<file path="config.mk">
export PLATFORM = sky130hd
export DESIGN_NAME = oled_reset_power_sequencing
export DESIGN_NICKNAME = d
export VERILOG_FILES = /design/src/design/oled_pkg.sv /design/src/design/pin_sync.sv /design/src/design/i2c_target_rx.sv /design/src/design/oled_reset_power_sequencing.sv
export SDC_FILE = /design/constraint.sdc
export NUM_CORES = 1
export LEC_CHECK = 0
export BUFFER_PORTS_ARGS = -buffer_cell sky130_fd_sc_hd__buf_2
export CORE_UTILIZATION = 45
export CTS_CLUSTER_DIAMETER = 50
export DETAILED_ROUTE_END_ITERATION = 12
export GPL_TIMING_DRIVEN = 1
export PLACE_DENSITY = 0.69
export SLEW_MARGIN = 20
export SYNTH_ARGS = -nofsm -noshare
export SYNTH_HDL_FRONTEND = slang
export SYNTH_SLANG_ARGS = --single-unit
</file>
<file path="constraint.sdc">
create_clock -name pclk -period 1.9 [get_ports pclk]
set_clock_uncertainty 0.05 [all_clocks]
set_input_delay 0.57 -clock pclk [delete_from_list [all_inputs] [get_ports pclk]]
set_output_delay 0.57 -clock pclk [all_outputs]
set_load 0.02 [all_outputs]
</file>
<file path="src/design/oled_pkg.sv">
// Purpose: shared constants, types and states for the display reset block
// Assumes: 32-bit APB data, one aligned word per register
// Notes:   display defaults match a 128x64 panel configuration
package oled_pkg;

   // register byte offsets
   localparam int           ADDR_W      = 8;
   localparam logic [7:0]   OFS_CTRL    = 8'h00;
   localparam logic [7:0]   OFS_STATUS  = 8'h04;
   localparam logic [7:0]   OFS_CONFIG  = 8'h08;

   // control, status and config field positions
   localparam int           CTRL_INIT_BIT  = 0;
   localparam int           ST_ON_BIT      = 0;
   localparam int           ST_ENTIRE_BIT  = 1;
   localparam int           ST_INVERSE_BIT = 2;
   localparam int           ST_REMAP_BIT   = 3;
   localparam int           ST_SCAN_BIT    = 4;
   localparam int           ST_BUSY_BIT    = 5;
   localparam int           ST_INIT_BIT    = 6;
   localparam int           CFG_CONTRAST_LSB = 0;
   localparam int           CFG_START_LSB    = 8;
   localparam int           CFG_COL_LSB      = 16;
   localparam int           CFG_MUX_LSB      = 24;

   // serial link target address
   localparam logic [6:0]   TARGET_ADDR = 7'h3c;

   // command codes
   localparam logic [7:0]   CMD_DISP_OFF    = 8'hae;
   localparam logic [7:0]   CMD_DISP_ON     = 8'haf;
   localparam logic [7:0]   CMD_CONTRAST    = 8'h81;
   localparam logic [7:0]   CMD_MUX         = 8'ha8;
   localparam logic [7:0]   CMD_SEG_NORM    = 8'ha0;
   localparam logic [7:0]   CMD_SEG_REMAP   = 8'ha1;
   localparam logic [7:0]   CMD_ENTIRE_NORM = 8'ha4;
   localparam logic [7:0]   CMD_ENTIRE_ON   = 8'ha5;
   localparam logic [7:0]   CMD_INV_OFF     = 8'ha6;
   localparam logic [7:0]   CMD_INV_ON      = 8'ha7;
   localparam logic [7:0]   CMD_SCAN_NORM   = 8'hc0;
   localparam logic [7:0]   CMD_SCAN_REV    = 8'hc8;

   // values after reset
   localparam logic [7:0]   CONTRAST_RESET = 8'h7f;
   localparam logic [5:0]   MUX_RESET      = 6'h3f;
   localparam logic [5:0]   START_RESET    = 6'h00;
   localparam logic [6:0]   COLUMN_RESET   = 7'h00;
   localparam logic [2:0]   SYNC_RESET     = 3'b011; // init low, link idle high

   typedef struct packed {
      logic        display_on;
      logic        entire_on;
      logic        inverse;
      logic        seg_remap;
      logic        scan_reverse;
      logic [5:0]  mux_ratio;
      logic [5:0]  start_line;
      logic [6:0]  column;
      logic [7:0]  contrast;
   } disp_state_type;

   localparam disp_state_type DISP_RESET = '{
      display_on: 1'b0, entire_on: 1'b0, inverse: 1'b0, seg_remap: 1'b0,
      scan_reverse: 1'b0, mux_ratio: MUX_RESET, start_line: START_RESET,
      column: COLUMN_RESET, contrast: CONTRAST_RESET};

   typedef struct packed {
      logic              psel;
      logic              penable;
      logic              pwrite;
      logic [ADDR_W-1:0] paddr;
      logic [31:0]       pwdata;
   } apb_req_type;

   typedef struct packed {
      logic        pready;
      logic        pslverr;
      logic [31:0] prdata;
   } apb_rsp_type;

   typedef struct packed {
      logic        valid;
      logic        frame_start;
      logic [7:0]  data;
   } rx_byte_type;

   typedef enum logic [2:0] {
      RX_IDLE = 3'b000,
      RX_ADDR = 3'b001,
      RX_DATA = 3'b010,
      RX_ACK  = 3'b011,
      RX_SKIP = 3'b100
   } rx_state_type;

   typedef enum logic [1:0] {
      PS_CTRL = 2'b00,
      PS_CMD  = 2'b01,
      PS_ARG  = 2'b10,
      PS_DATA = 2'b11
   } parse_state_type;

endpackage

</file>
<file path="src/design/pin_sync.sv">
// Purpose: two-flop synchroniser for a group of pins
// Assumes: pins are asynchronous to pclk
// Notes:   first stage feeds only the second stage
`timescale 1ns/1ps
module pin_sync #(
   parameter int           W         = 3,
   parameter logic [W-1:0] RESET_VAL = '0
) (
   input  wire logic         pclk,
   input  wire logic         presetn,
   input  wire logic         ce,
   input  wire logic [W-1:0] pins,
   output logic      [W-1:0] pins_sync
);
   import oled_pkg::*;

   logic [W-1:0] meta_reg;

   // metastability settles in meta_reg before anyone looks
   always_ff @(posedge pclk or negedge presetn) begin
      if (!presetn) begin
         meta_reg  <= RESET_VAL;
         pins_sync <= RESET_VAL;
      end else if (ce) begin
         meta_reg  <= pins;
         pins_sync <= meta_reg;
      end
   end
endmodule // pin_sync

</file>
<file path="src/design/i2c_target_rx.sv">
// Purpose: write-only two-wire target, assembles bytes and acknowledges
// Assumes: scl and sda already synchronised to pclk
// Notes:   reads from the host are not acknowledged
`timescale 1ns/1ps
module i2c_target_rx (
   input  wire logic          pclk,
   input  wire logic          presetn,
   input  wire logic          ce,
   input  wire logic          clr,
   input  wire logic          scl,
   input  wire logic          sda,
   output oled_pkg::rx_byte_type rx,
   output logic               sda_oe_n,
   output logic               busy
);
   import oled_pkg::*;

   rx_state_type state_reg;
   logic         scl_prev_reg;
   logic         sda_prev_reg;
   logic [2:0]   bit_cnt_reg;
   logic [7:0]   shift_reg;
   logic         full_reg;
   logic         scl_rise;
   logic         scl_fall;
   logic         start_cond;
   logic         stop_cond;

   // line events from the previous sample
   assign scl_rise   = scl & ~scl_prev_reg;
   assign scl_fall   = ~scl & scl_prev_reg;
   assign start_cond = scl & scl_prev_reg & sda_prev_reg & ~sda;
   assign stop_cond  = scl & scl_prev_reg & ~sda_prev_reg & sda;
   assign busy       = (state_reg != RX_IDLE);

   always_ff @(posedge pclk or negedge presetn) begin
      if (!presetn) begin
         scl_prev_reg <= 1'b1;
         sda_prev_reg <= 1'b1;
      end else if (ce) begin
         scl_prev_reg <= scl;
         sda_prev_reg <= sda;
      end
   end

   // byte assembly, address match and acknowledge
   always_ff @(posedge pclk or negedge presetn) begin
      if (!presetn) begin
         state_reg   <= RX_IDLE;
         bit_cnt_reg <= 3'h0;
         shift_reg   <= 8'h00;
         full_reg    <= 1'b0;
         sda_oe_n    <= 1'b1;
         rx          <= '0;
      end else if (ce) begin
         rx.valid       <= 1'b0;
         rx.frame_start <= 1'b0;
         if (clr) begin
            state_reg   <= RX_IDLE;
            shift_reg   <= 8'h00;
            bit_cnt_reg <= 3'h0;
            full_reg    <= 1'b0;
            sda_oe_n    <= 1'b1;
         end else if (start_cond) begin
            state_reg   <= RX_ADDR;
            shift_reg   <= 8'h00;
            bit_cnt_reg <= 3'h0;
            full_reg    <= 1'b0;
            sda_oe_n    <= 1'b1;
         end else if (stop_cond) begin
            state_reg <= RX_IDLE;
            full_reg  <= 1'b0;
            sda_oe_n  <= 1'b1;
         end else begin
            unique case (state_reg)
               RX_IDLE, RX_SKIP: begin
                  sda_oe_n <= 1'b1;
               end
               RX_ADDR, RX_DATA: begin
                  if (scl_rise) begin
                     shift_reg   <= {shift_reg[6:0], sda};
                     bit_cnt_reg <= bit_cnt_reg + 3'h1;
                     full_reg    <= (bit_cnt_reg == 3'h7);
                  end else if (scl_fall && full_reg) begin
                     full_reg <= 1'b0;
                     if (state_reg == RX_DATA) begin
                        state_reg <= RX_ACK;
                        sda_oe_n  <= 1'b0;
                        rx.valid  <= 1'b1;
                        rx.data   <= shift_reg;
                     end else if (shift_reg[7:1] == TARGET_ADDR &&
                                  !shift_reg[0]) begin
                        state_reg      <= RX_ACK;
                        sda_oe_n       <= 1'b0;
                        rx.frame_start <= 1'b1;
                     end else begin
                        state_reg <= RX_SKIP;
                     end
                  end
               end
               RX_ACK: begin
                  if (scl_fall) begin
                     sda_oe_n    <= 1'b1;
                     state_reg   <= RX_DATA;
                     bit_cnt_reg <= 3'h0;
                  end
               end
               default: begin
                  state_reg <= RX_IDLE;
                  sda_oe_n  <= 1'b1;
               end
            endcase
         end
      end
   end
endmodule // i2c_target_rx

</file>
<file path="src/design/oled_reset_power_sequencing.sv">
// Purpose: display driver core state with hardware init and command link
// Assumes: pclk 50 MHz; pins asynchronous; host keeps supply sequencing
// Notes:   supply order and panel delays are host duties, not logic here
// Function
// - while init input is low, state initialises and the panel is off
// - init selects the default 128x64 display configuration
// - init restores normal segment and common address mapping from 00h
// - init clears the serial shift register, dropping any partial byte
// - init sets the display start line to memory line 0
// - init loads the column address counter with 0
// - init selects normal scan direction of common outputs
// - init loads contrast with 7Fh
// - init selects normal display output, as after command A4h
// - link commands use target address 0111100b; others are ignored
// - display off is AEh and display on is AFh
//
// Chosen here: the register addresses and the APB slave port.
`timescale 1ns/1ps
module oled_reset_power_sequencing (
   input  wire logic            pclk,
   input  wire logic            presetn,
   input  wire logic            ce,
   input  oled_pkg::apb_req_type apb_req,
   output oled_pkg::apb_rsp_type apb_rsp,
   input  wire logic            hw_init_in_n,
   input  wire logic            scl_in,
   input  wire logic            sda_in,
   output logic                 sda_out,
   output logic                 sda_oe_n,
   output oled_pkg::disp_state_type disp
);
   import oled_pkg::*;

   logic [2:0]      pins_s;
   logic            init_s_n;
   logic            scl_s;
   logic            sda_s;
   logic            soft_init_reg;
   logic            init_now;
   logic            link_busy;
   rx_byte_type     rx;
   parse_state_type ps_reg;
   logic            cont_reg;
   logic            arg_pend_reg;
   logic [7:0]      arg_cmd_reg;
   logic            acc;
   logic            addr_ok;
   logic [31:0]     rdata_mux;

   // every pin crosses two flops before use
   pin_sync #(
      .W         (3),
      .RESET_VAL (SYNC_RESET)
   ) u_sync (
      .pclk      (pclk),
      .presetn   (presetn),
      .ce        (ce),
      .pins      ({hw_init_in_n, scl_in, sda_in}),
      .pins_sync (pins_s)
   );

   assign init_s_n = pins_s[2];
   assign scl_s    = pins_s[1];
   assign sda_s    = pins_s[0];
   // init holds for as long as the pin stays low, not just at its edge
   assign init_now = ~init_s_n | soft_init_reg;

   i2c_target_rx u_rx (
      .pclk     (pclk),
      .presetn  (presetn),
      .ce       (ce),
      .clr      (init_now),
      .scl      (scl_s),
      .sda      (sda_s),
      .rx       (rx),
      .sda_oe_n (sda_oe_n),
      .busy     (link_busy)
   );

   // open-drain data line only ever pulls low
   always_ff @(posedge pclk or negedge presetn) begin
      if (!presetn) begin
         sda_out <= 1'b0;
      end else if (ce) begin
         sda_out <= 1'b0;
      end
   end

   // command stream: control byte, then commands, arguments or pixel data
   always_ff @(posedge pclk or negedge presetn) begin
      if (!presetn) begin
         ps_reg       <= PS_CTRL;
         cont_reg     <= 1'b0;
         arg_pend_reg <= 1'b0;
         arg_cmd_reg  <= 8'h00;
         disp         <= DISP_RESET;
      end else if (ce) begin
         if (init_now) begin
            ps_reg       <= PS_CTRL;
            cont_reg     <= 1'b0;
            arg_pend_reg <= 1'b0;
            disp.display_on   <= 1'b0;
            disp.mux_ratio    <= MUX_RESET;
            disp.seg_remap    <= 1'b0;
            disp.start_line   <= START_RESET;
            disp.column       <= COLUMN_RESET;
            disp.scan_reverse <= 1'b0;
            disp.contrast     <= CONTRAST_RESET;
            disp.entire_on    <= 1'b0;
            disp.inverse      <= 1'b0;
         end else if (rx.frame_start) begin
            ps_reg   <= PS_CTRL;
            cont_reg <= 1'b0;
         end else if (rx.valid) begin
            unique case (ps_reg)
               PS_CTRL: begin
                  // bit 7 clear: all following bytes are of one kind
                  cont_reg <= ~rx.data[7];
                  if (rx.data[6]) begin
                     ps_reg <= PS_DATA;
                  end else if (arg_pend_reg) begin
                     ps_reg <= PS_ARG;
                  end else begin
                     ps_reg <= PS_CMD;
                  end
               end
               PS_CMD: begin
                  if (rx.data == CMD_CONTRAST || rx.data == CMD_MUX) begin
                     arg_pend_reg <= 1'b1;
                     arg_cmd_reg  <= rx.data;
                     ps_reg       <= cont_reg ? PS_ARG : PS_CTRL;
                  end else begin
                     ps_reg <= cont_reg ? PS_CMD : PS_CTRL;
                  end
                  // one-byte settings; unlisted codes change nothing
                  if (rx.data == CMD_DISP_OFF) begin
                     disp.display_on <= 1'b0;
                  end else if (rx.data == CMD_DISP_ON) begin
                     disp.display_on <= 1'b1;
                  end else if (rx.data == CMD_SEG_NORM ||
                               rx.data == CMD_SEG_REMAP) begin
                     disp.seg_remap <= rx.data[0];
                  end else if (rx.data == CMD_ENTIRE_NORM ||
                               rx.data == CMD_ENTIRE_ON) begin
                     disp.entire_on <= rx.data[0];
                  end else if (rx.data == CMD_INV_OFF ||
                               rx.data == CMD_INV_ON) begin
                     disp.inverse <= rx.data[0];
                  end else if (rx.data == CMD_SCAN_NORM ||
                               rx.data == CMD_SCAN_REV) begin
                     disp.scan_reverse <= rx.data[3];
                  end else if (rx.data[7:6] == 2'b01) begin
                     disp.start_line <= rx.data[5:0];
                  end else if (rx.data[7:4] == 4'h0) begin
                     disp.column[3:0] <= rx.data[3:0];
                  end else if (rx.data[7:3] == 5'b00010) begin
                     disp.column[6:4] <= rx.data[2:0];
                  end
               end
               PS_ARG: begin
                  // mux argument keeps only its low six bits
                  arg_pend_reg <= 1'b0;
                  ps_reg       <= cont_reg ? PS_CMD : PS_CTRL;
                  if (arg_cmd_reg == CMD_CONTRAST) begin
                     disp.contrast <= rx.data;
                  end else begin
                     disp.mux_ratio <= rx.data[5:0];
                  end
               end
               PS_DATA: begin
                  // pixel bytes are not stored here, only the column moves
                  disp.column <= disp.column + 7'h01;
                  ps_reg      <= cont_reg ? PS_DATA : PS_CTRL;
               end
            endcase
         end
      end
   end

   // register decode and read data
   assign acc     = apb_req.psel & apb_req.penable;
   assign addr_ok = (apb_req.paddr == OFS_CTRL) ||
                    (apb_req.paddr == OFS_STATUS) ||
                    (apb_req.paddr == OFS_CONFIG);

   // read mux; unmapped offsets read as zero
   always_comb begin
      rdata_mux = 32'h0000_0000;
      if (apb_req.paddr == OFS_STATUS) begin
         rdata_mux[ST_ON_BIT]      = disp.display_on;
         rdata_mux[ST_ENTIRE_BIT]  = disp.entire_on;
         rdata_mux[ST_INVERSE_BIT] = disp.inverse;
         rdata_mux[ST_REMAP_BIT]   = disp.seg_remap;
         rdata_mux[ST_SCAN_BIT]    = disp.scan_reverse;
         rdata_mux[ST_BUSY_BIT]    = link_busy;
         rdata_mux[ST_INIT_BIT]    = ~init_s_n;
      end else if (apb_req.paddr == OFS_CONFIG) begin
         rdata_mux[CFG_CONTRAST_LSB +: 8] = disp.contrast;
         rdata_mux[CFG_START_LSB +: 6]    = disp.start_line;
         rdata_mux[CFG_COL_LSB +: 7]      = disp.column;
         rdata_mux[CFG_MUX_LSB +: 6]      = disp.mux_ratio;
      end
   end

   // one wait state; answer stands for a single access cycle
   always_ff @(posedge pclk or negedge presetn) begin
      if (!presetn) begin
         apb_rsp <= '0;
      end else if (ce) begin
         if (acc && !apb_rsp.pready) begin
            apb_rsp.pready  <= 1'b1;
            apb_rsp.pslverr <= ~addr_ok;
            apb_rsp.prdata  <= apb_req.pwrite ? 32'h0000_0000 : rdata_mux;
         end else begin
            apb_rsp <= '0;
         end
      end
   end

   // software init pulse, acts like a short hardware init
   always_ff @(posedge pclk or negedge presetn) begin
      if (!presetn) begin
         soft_init_reg <= 1'b0;
      end else if (ce) begin
         soft_init_reg <= acc && apb_rsp.pready && apb_req.pwrite &&
                          apb_req.paddr == OFS_CTRL &&
                          apb_req.pwdata[CTRL_INIT_BIT];
      end
   end
endmodule // oled_reset_power_sequencing

</file>
Word level (Yosys, flattened, before mapping)
Cells that the tools add are included.
{ "word_totals": {"regBits": 113, "input_bits": 49, "out_inout_bits": 68, "elab_cells": 275} }
{ "classes": {"add_sub_neg": 2, "eq_ne": 53, "n_mux": 107, "n_bitwise": 21, "reduce_logical": 62} }
{ "op_table": {"columns": ["operator", "count"], "rows": [
  ["8-bit == test (second input constant)", 13],
  ["32-bit 2-to-1 mux", 3],
  ["13-bit 2-to-1 mux", 6],
  ["8-bit 2-to-1 mux", 8],
  ["10-bit 2-to-1 mux", 6],
  ["3-bit 2-to-1 mux", 15],
  ["1-bit 2-to-1 mux", 36],
  ["6-bit 2-to-1 mux", 6],
  ["7-bit 2-to-1 mux", 5],
  ["5-bit AND reduction", 7],
  ["34-bit 2-to-1 mux", 1],
  ["3-bit != test (second input constant)", 11],
  ["30-bit 2-to-1 mux", 1],
  ["3-bit nonzero test", 8],
  ["2-bit 2-to-1 mux", 9],
  ["2-bit nonzero test", 9],
  ["2-bit != test (second input constant)", 8],
  ["8-bit AND reduction", 2],
  ["14-bit 2-to-1 mux", 1],
  ["7-bit one-hot mux with 2 select lines", 1],
  ["13-bit AND reduction", 1],
  ["4-bit 2-to-1 mux", 3],
  ["4-bit by 2-bit != test with 1-bit output (second input constant)", 3],
  ["1-bit NOT", 12],
  ["41 further kinds", 70]
]} }

Logic depth before layout (Yosys ltp)
Gate-level depths: netlist of the first run.
{ "depth": {"word_depth": 14, "mapped_depth": 7, "ltp_nobuf": 6} }

By module
From an unflattened synthesis of the first run, not the netlist that was laid out.
{ "hier_totals": {"hier_cells": 464, "area_unflattened_um2": 5183.7} }
{ "by_module_without_submodules": {"columns": ["mod", "n_inst", "cells_each", "area_per_inst_um2", "seq_area_each_um2"], "rows": [
  ["oled_reset_power_sequencing", 1, 304, 3485.8, 1868.0],
  ["i2c_target_rx", 1, 147, 1441.4, 704.4],
  ["pin_sync", 1, 13, 256.5, 155.1]
]} }

Least setup slack after synthesis of the first run
OpenSTA, ideal clock, no wires.
{ "synth_path": {"path_type": "input -> register", "from": "input apb_req[37] (netlist bit)", "to": "register apb_rsp[16] (netlist bit)", "setup_time_ns": 0.066, "t_arrival_ns": 1.880, "required_time_ns": 1.784, "setup_slack_ns": -0.096, "cell_stages": 7, "n_path_buf": 2, "cell_sequence": "nor4_2 > nand2_1 > or3_1 > buf_6 > nor3b_4 > buf_6 > a22o_1"} }
{ "synth_between": {"elab_chain_cells": 5, "word_cells_on_any_way": 6, "classes_between": "eq/ne (2); mux (4)"} }
{ "synth_rtl": {"columns": ["item", "line_no", "source"], "rows": [
  ["start: declaration", "oled_reset_power_sequencing.sv:23", "input oled_pkg::apb_req_type apb_req,"],
  ["8-bit by 4-bit == test with 1-bit output", "oled_reset_power_sequencing.sv:197", "end else if (apb_req.paddr == OFS_CONFIG) begin"],
  ["7-bit 2-to-1 mux", "oled_reset_power_sequencing.sv:197", null],
  ["7-bit 2-to-1 mux *", "oled_reset_power_sequencing.sv:189", "if (apb_req.paddr == OFS_STATUS) begin"],
  ["30-bit 2-to-1 mux *", "oled_reset_power_sequencing.sv:213", "apb_rsp.prdata <= apb_req.pwrite ? 32'h0000_0000 : rdata_mux;"],
  ["34-bit 2-to-1 mux *", "oled_reset_power_sequencing.sv:210", "if (acc && !apb_rsp.pready) begin"],
  ["end: declaration", "oled_reset_power_sequencing.sv:24", "output oled_pkg::apb_rsp_type apb_rsp,"]
]} }
Mark *: on every way between the ends. The rest lies on a longest branch, timed or not.
A chain may end at the register's enable or synchronous reset.

Worst setup path after layout of the first run
{ "layout_path": {"from": "register soft_init_reg", "to": "register u_rx.state_reg[2]"} }
{ "layout_between": {"elab_chain_cells": 3, "word_cells_on_any_way": 7, "classes_between": "eq/ne (4); mux (1); bitwise (1); reduce/logical (1)"} }
{ "layout_rtl": {"columns": ["item", "line_no", "source"], "rows": [
  ["start: declaration", "oled_reset_power_sequencing.sv:38", "logic soft_init_reg;"],
  ["start signal: assignment", "oled_reset_power_sequencing.sv:225", "soft_init_reg <= acc && apb_rsp.pready && apb_req.pwrite &&"],
  ["1-bit bitwise OR *", "oled_reset_power_sequencing.sv:66", "assign init_now = ~init_s_n | soft_init_reg;"],
  ["5-bit by 2-bit != test with 1-bit output (no line) (tied with other cells)", null, null],
  ["5-bit AND reduction (no line)", null, null],
  ["end signal: assignment", "i2c_target_rx.sv:97", "state_reg <= RX_SKIP;"],
  ["end signal: assignment", "i2c_target_rx.sv:104", "state_reg <= RX_DATA;"],
  ["end signal: assignment", "i2c_target_rx.sv:109", "state_reg <= RX_IDLE;"],
  ["end: declaration", "i2c_target_rx.sv:18", "rx_state_type state_reg;"]
]} }
Marks and branches as above.

==> impl_metrics.csv, run 1 <==
group,metric,value,unit
status,outcome,"finished, final reports clean",
global_route,antenna_found_initial,0,
synthesis,synth.distinct_cells,62,
sta,finalCriticalPeriod,1790,ps
power,p_int,3.07,mW
clocking,cts_made_buffers,9,
global_route,track_usage,21.0,%
route,routed_wl,11600,um
min_path,holdCritPathClass,"in -> reg",
setup_path,regToRegSetupSlack,110,ps
power,ir_drop,415,uV
route,remaining_drc_errors,0,
synthesis,syn_area_per_cell,10.8,um2
place,place.gp.congestion,0.930,
cells_and_area,final_cell_mix,"88 x dfrtp_1, 78 x buf_2, 47 x nand2_1",
cells_and_area,antennaDiodeCount,0,
clocking,clockBufferDepth,2,
floorplanning,io_pins,117,
synthesis,ys_ff_latch,108,
power,seqPwrFrac,57.1,%
cells_and_area,area_delta_synth_final,20.3,%
route,drtIter0Drc,217,
synthesis,synth_xor_area_share,0.349,%
synthesis,yosysWarnings,0,
cells_and_area,regMostFlops,"disp",
power,p_switching,1.18,mW
global_route,grt_pass1_vias,3812,
sta,hold_viol_final,0,
place,port_buffers,79,
power,p_leak,2.84,nW
floorplanning,fp.dieW,108,um
clocking,cts_tree,"built",
floorplanning,die-area,11600,um2
synthesis,synth_compound_area_share,18.4,%
global_route,overflow,0,
route,wl_per_cell,16.1,um
setup_path,critical_path_class,"reg -> reg",
setup_path,reg2reg_from,"soft_init_reg",
cells_and_area,fin_area,6040,um2
power,power,4.25,mW
floorplanning,row_count,38,
sta,worstMarginPinSlew,531,ps
floorplanning,core-area,10800,um2
setup_path,startpoint,"soft_init_reg",
setup_path,end_kind,"flip-flop",
cells_and_area,fin_nets,626,
sta,setup_viol,0,
sta,slew_headroom,64.6,%
sta,post-route-period-util,94.4,%
setup_path,worstPathRequired,2110,ps
clocking,clock_sinks,108,
clocking,htreeDepth,3,
flow_run,maxCapViolCount,0,
clocking,cts_root_buf,"clkbuf_8",
setup_path,crit_path_start_kind,"flip-flop",
clocking,post_cts_buffers,0,
cells_and_area,largest_reg_flops,32,
synthesis,synth_top_family_by_area,"compound AO/OA/AOI/OAI gates",
power,p_sw_share,27.7,%
sta,fmax,557,MHz
setup_path,r2r_cells,7,
setup_path,critical_path.slowest_cell,"dfrtp_1",
synthesis,syn_inst,467,
synthesis,ys_seq_area_share,54.3,%
route,vias_per_cell,5.65,
cells_and_area,layout_commonest_cell,"dfrtp_1",
synthesis,synth_edf_count,0,
floorplanning,die_h,108,um
place,dpl.hpwl,8510,um
floorplanning,start_util,46.3,%
global_route,grt_first_pass_wirelength,18900,um
cells_and_area,layout-drive-gt1-share,34.7,%
power,power_density,703,nW/um2
sta,rsz0062_at_grt,"no",
setup_path,crit_end,"u_rx.state_reg[2]",
route,ant_nets,0,
setup_path,r2r-end,"u_rx.state_reg[2]",
clocking,worstSkewPairLatency,380,ps
synthesis,synthFlopType,"dfrtp_1",
route,vias,4061,
setup_path,cpMostUsedCell,"buf_4",
sta,drv_slew,0,
setup_path,cpPeakStageDelay,380,ps
route,firstDrtPassIters,5,
cells_and_area,largestRegisters,"disp (32), apb_rsp (29), u_rx.rx (10)",
clocking,path_clk_slew,100,ps
synthesis,synth_area,5020,um2
power,power_frac_comb,10.4,%
synthesis,synth.area.mux_share,5.11,%
power,clockPowerShare,32.5,%
synthesis,yosys.area_share.adder,0.747,%
setup_path,path_cells,"and2b_2 > buf_4 > o21ai_2 > buf_4 > o21bai_1 > nand2_1 > mux2_2",
setup_path,crit_arrival,2010,ps
setup_path,cp_max_fo,4,
synthesis,async_reset_ff_share,100,%
global_route,grt_max_degree,37,
place,placed_area,5800,um2
synthesis,synthSimpleGateAreaFrac,15.9,%
sta,worst_hold_slack,375,ps
repair_timing:
item | CTS | global route
hold buffers | 1 | 0
endpoints found under the hold margin | 7 | 0
pin swaps | 0 | 1
endpoints found under the setup margin | 25 | 14
gates resized for setup | 5 | 5
cloned | 0 | 0
cells in the mapped netlist (all sizes together), types with 8 or more instances:
cell | n | share of area (%)
o22a | 13 | 2.3
dfstp | 20 | 10
o21ai | 36 | 3.7
buf | 14 | 2.1
nor2b | 8 | 1.0
a22o | 25 | 4.4
o2bb2ai | 10 | 1.7
nand2 | 47 | 3.5
nand2b | 11 | 1.4
inv | 13 | 0.97
clkbuf | 19 | 1.8
nor2 | 24 | 1.8
nand3 | 18 | 1.8
mux2 | 21 | 4.7
dfrtp | 88 | 44
a21oi | 16 | 1.6
cell families after synthesis:
group,count (synthesis)
simple gates,152
compound gates,131
flops,108
buf+inv,47
mux,23
fa+ha+maj,3
xor+xnor,2
other cells,1
power groups by stage:
stage / sequential, mW / combinational, mW / clock [mW]
2_1_floorplan: 2.46 / 0.249 / 0
3_3_place_gp: 2.46 / 0.430 / 0
3_5_place_dp: 2.47 / 0.437 / 0
4_1_cts: 2.43 / 0.444 / 1.42
5_1_grt: 2.44 / 0.494 / 1.50
6_report: 2.43 / 0.444 / 1.38
area by class of cell:
class | count | area (um2)
Tap cell | 140 | 175
Inverter | 13 | 51.3
Fill cell | 936 | 4800
Clock inverter | 6 | 53.8
Multi-Input combinational cell | 317 | 2110
Timing Repair Buffer | 125 | 783
Sequential cell | 108 | 2730
Clock buffer | 10 | 138
how the worst min path moves through the flow:
stage	start	slack, ps	depth (start not counted)	to
2_1_floorplan	presetn	220	0	apb_rsp[0]
3_3_place_gp	presetn	370	1	disp[16]
3_5_place_dp	presetn	370	1	disp[15]
4_1_cts	hw_init_in_n	370	2	u_sync.meta_reg[2]
5_1_grt	hw_init_in_n	370	2	u_sync.meta_reg[2]
6_report	hw_init_in_n	380	2	u_sync.meta_reg[2]
stage by stage:
| step | cells | util [%] | TNS (ps) | worst slack (ps) |
|---|---|---|---|---|
| finish | 719 | 55.7 | 0 | 106 |
| global route | 719 | 55.7 | 0 | 2.81 |
| CTS | 719 | 55.5 | 0 | 8.12 |
| detailed placement | 702 | 53.5 | -8730 | -249 |
| global placement | 702 | 53.5 | -6830 | -198 |
| floorplan | 472 | - | -1500 | -75.4 |
critical path: cells and delay by family, from the launching register on:
kind                   cells  cell delay [ps]
flip-flops                 1              380
buffers and inverters      2              280
AO/OA/AOI/OAI              2              260
AND/OR/NAND/NOR            2              370
multiplexers               1              340
layer usage:
layer | GRT usage (%) | vias to the layer above | wire length [um]
met4 | 7.83 | 0 | 228
met2 | 35.5 | 152 | 5730
met1 | 26.6 | 1990 | 4880
li1 | - | 1897 | -
met3 | 3.93 | 22 | 760
met5 | 0 | - | 0
Note: power is estimated with default switching activity, not from simulation.
==> run 2, diff against run 1 <==
--- a/config.mk
+++ b/config.mk
@@ -11,6 +11,7 @@
 export DETAILED_ROUTE_END_ITERATION = 12
 export GPL_TIMING_DRIVEN = 1
 export PLACE_DENSITY = 0.69
+export SETUP_SLACK_MARGIN = 0.4
 export SLEW_MARGIN = 20
 export SYNTH_ARGS = -nofsm -noshare
 export SYNTH_HDL_FRONTEND = slang
==> run 2 against run 1 <==
  * Routed wire length up 26%
  * Maximum frequency up 0.60%
  * Global-route usage up 4.9 points
  * Register-to-register slack about the same
  * Combinational power up 82%
  * Power up 7.4%
  * Via count up 13%
  * Sequential cell count unchanged
  * Count of clock-buffer cells in the layout down 1
  * Critical path type unchanged
==> impl_metrics.csv, run 2 (synthesized netlist as in run 1, its figures left out) <==
group,metric,value,unit
floorplanning,fp.dieW,108,um
power,power,4.56,mW
route,drtIter0Drc,251,
setup_path,cp_top_family,"simple AND/OR/NAND/NOR gates",
setup_path,r2r_cells,5,
sta,hold_viol_final,0,
clocking,cts_made_buffers,9,
clocking,clockBufferDepth,2,
cells_and_area,area_delta_synth_final,55.0,%
power,power_density,586,nW/um2
setup_path,crit_path_start_kind,"flip-flop",
sta,fmax,561,MHz
global_route,antenna_found_initial,0,
setup_path,cp_num_cells,5,
sta,finalCriticalPeriod,1780,ps
cells_and_area,largest_reg_flops,32,
route,wl_per_cell,17.7,um
floorplanning,core-area,10800,um2
setup_path,cp_max_fo,8,
sta,setup_slack,116,ps
clocking,htreeDepth,3,
global_route,grt_max_degree,34,
route,ant_nets,0,
sta,worst_hold_slack,6.74,ps
power,ir_drop,566,uV
place,dp_worst_setup_slack,-243,ps
place,port_buffers,79,
cells_and_area,fillers,717,
status,outcome,"finished, final reports clean",
cells_and_area,layout-drive-gt1-share,56.3,%
floorplanning,die_h,108,um
power,p_leak,3.60,nW
route,vias,4600,
cells_and_area,final_cell_mix,"134 x buf_4, 79 x dfrtp_1, 76 x buf_6",
global_route,grt_first_pass_wirelength,23000,um
sta,setup_viol,0,
place,dpl.hpwl,8830,um
clocking,cts_tree,"built",
flow_run,maxCapViolCount,0,
clocking,worstSkewPairLatency,380,ps
min_path,holdCritPathClass,"in -> async",
cells_and_area,regMostFlops,"disp",
place,placed_area,5970,um2
setup_path,cpPeakStageDelay,430,ps
cells_and_area,largestRegisters,"disp (32), apb_rsp (29), u_rx.rx (10)",
cells_and_area,layout_commonest_cell,"buf_4",
sta,post-route-period-util,93.9,%
sta,drv_slew,0,
global_route,track_usage,25.9,%
setup_path,worst-path-buf-inv,0,
clocking,path_clk_slew,110,ps
place,place_inst,701,
cells_and_area,multi_input_area,2570,um2
floorplanning,io_pins,117,
setup_path,cpMostUsedCell,"or3_4",
setup_path,worstPathRequired,2180,ps
cells_and_area,fin_nets,736,
sta,rsz0062_at_grt,"yes",
clocking,cts_hold_buf,0,
clocking,clock_sinks,108,
place,place.gp.congestion,0.873,
route,vias_per_cell,5.55,
floorplanning,start_util,46.3,%
setup_path,end_kind,"flip-flop",
setup_path,crit_arrival,2060,ps
setup_path,critical_path_class,"reg -> reg",
cells_and_area,fin_area,7780,um2
floorplanning,die-area,11600,um2
clocking,cts_root_buf,"clkbuf_8",
setup_path,critical_path.slowest_cell,"or3_4",
setup_path,path_cells,"and2b_2 > nand2b_4 > or3_4 > or3_4 > o22a_1",
floorplanning,row_count,38,
cells_and_area,regArea,2740,um2
global_route,overflow,0,
global_route,grt_pass1_vias,4651,
route,remaining_drc_errors,0,
cells_and_area,finalNonFillerCells,829,
route,firstDrtPassIters,4,
cells_and_area,antennaDiodeCount,0,
route,routed_wl,14600,um
run 2: cell count changes in the layout (fill, tap and decap cells not counted), sizes merged:
cell and delta:
buf +109, clkbuf -1, clkinvlp +1, dlygate4sd3 -1
nand3 +1, or3 +1
run 2: metrics by stage:
stage / util (%) / TNS, ps
finish: 71.8 / 0
global placement: 55.1 / -4960
detailed placement: 55.1 / -6360
floorplan: - / -1500
CTS: 68.4 / 0
global route: 71.8 / 0
run 2: path summary, 6_finish.rpt:
kind | from | endpoint | slack, ps
worst min-delay path | presetn | disp[28] | 7
worst min register to register | arg_cmd_reg[7] | arg_cmd_reg[7] | 430
worst max-delay path | soft_init_reg | disp[5] | 120
min in group pclk | hw_init_in_n | u_sync.meta_reg[2] | 370
max in group asynchronous | presetn | u_rx.sda_prev_reg | 1200
worst max register to register | soft_init_reg | disp[5] | 120
run 2: routing by layer:
layer / GRT usage [%] / wire [um] / up-vias
li1: - / - / 2123
met1: 31.0 / 5890 / 2294
met2: 45.1 / 7650 / 149
met3: 4.42 / 689 / 34
met4: 12.6 / 414 / 0
met5: 0 / 0 / -
run 2: report_power, final:
part / internal [mW] / leakage [nW] / switching [mW]
Combinational: 0.389 / 2.10 / 0.419
Clock: 0.495 / 0.0881 / 0.844
Sequential: 2.36 / 1.42 / 0.0511
Total: 3.25 / 3.60 / 1.31
run 2: timing repair:
action,4_1_cts,5_1_grt
resized for setup,192,42
cloned,3,0
buffers inserted,81,28
setup endpoints to repair,155,159
pin swaps,22,18
run 2: worst register-to-register path: stages, from the launching register on:
cell and delay, ps:
dfrtp_1 390, and2b_2 260, nand2b_4 60, or3_4 340
or3_4 430, o22a_1 190
run 2: layout make-up:
type                    count  share of cell area [%]
repair buffers            233                    26.5
clock inverters             7                   0.740
well taps                 140                    2.25
clock buffers               9                    1.59
multi-input cells         319                    33.0
inverters                  13                   0.723
flip-flops and latches    108                    35.2
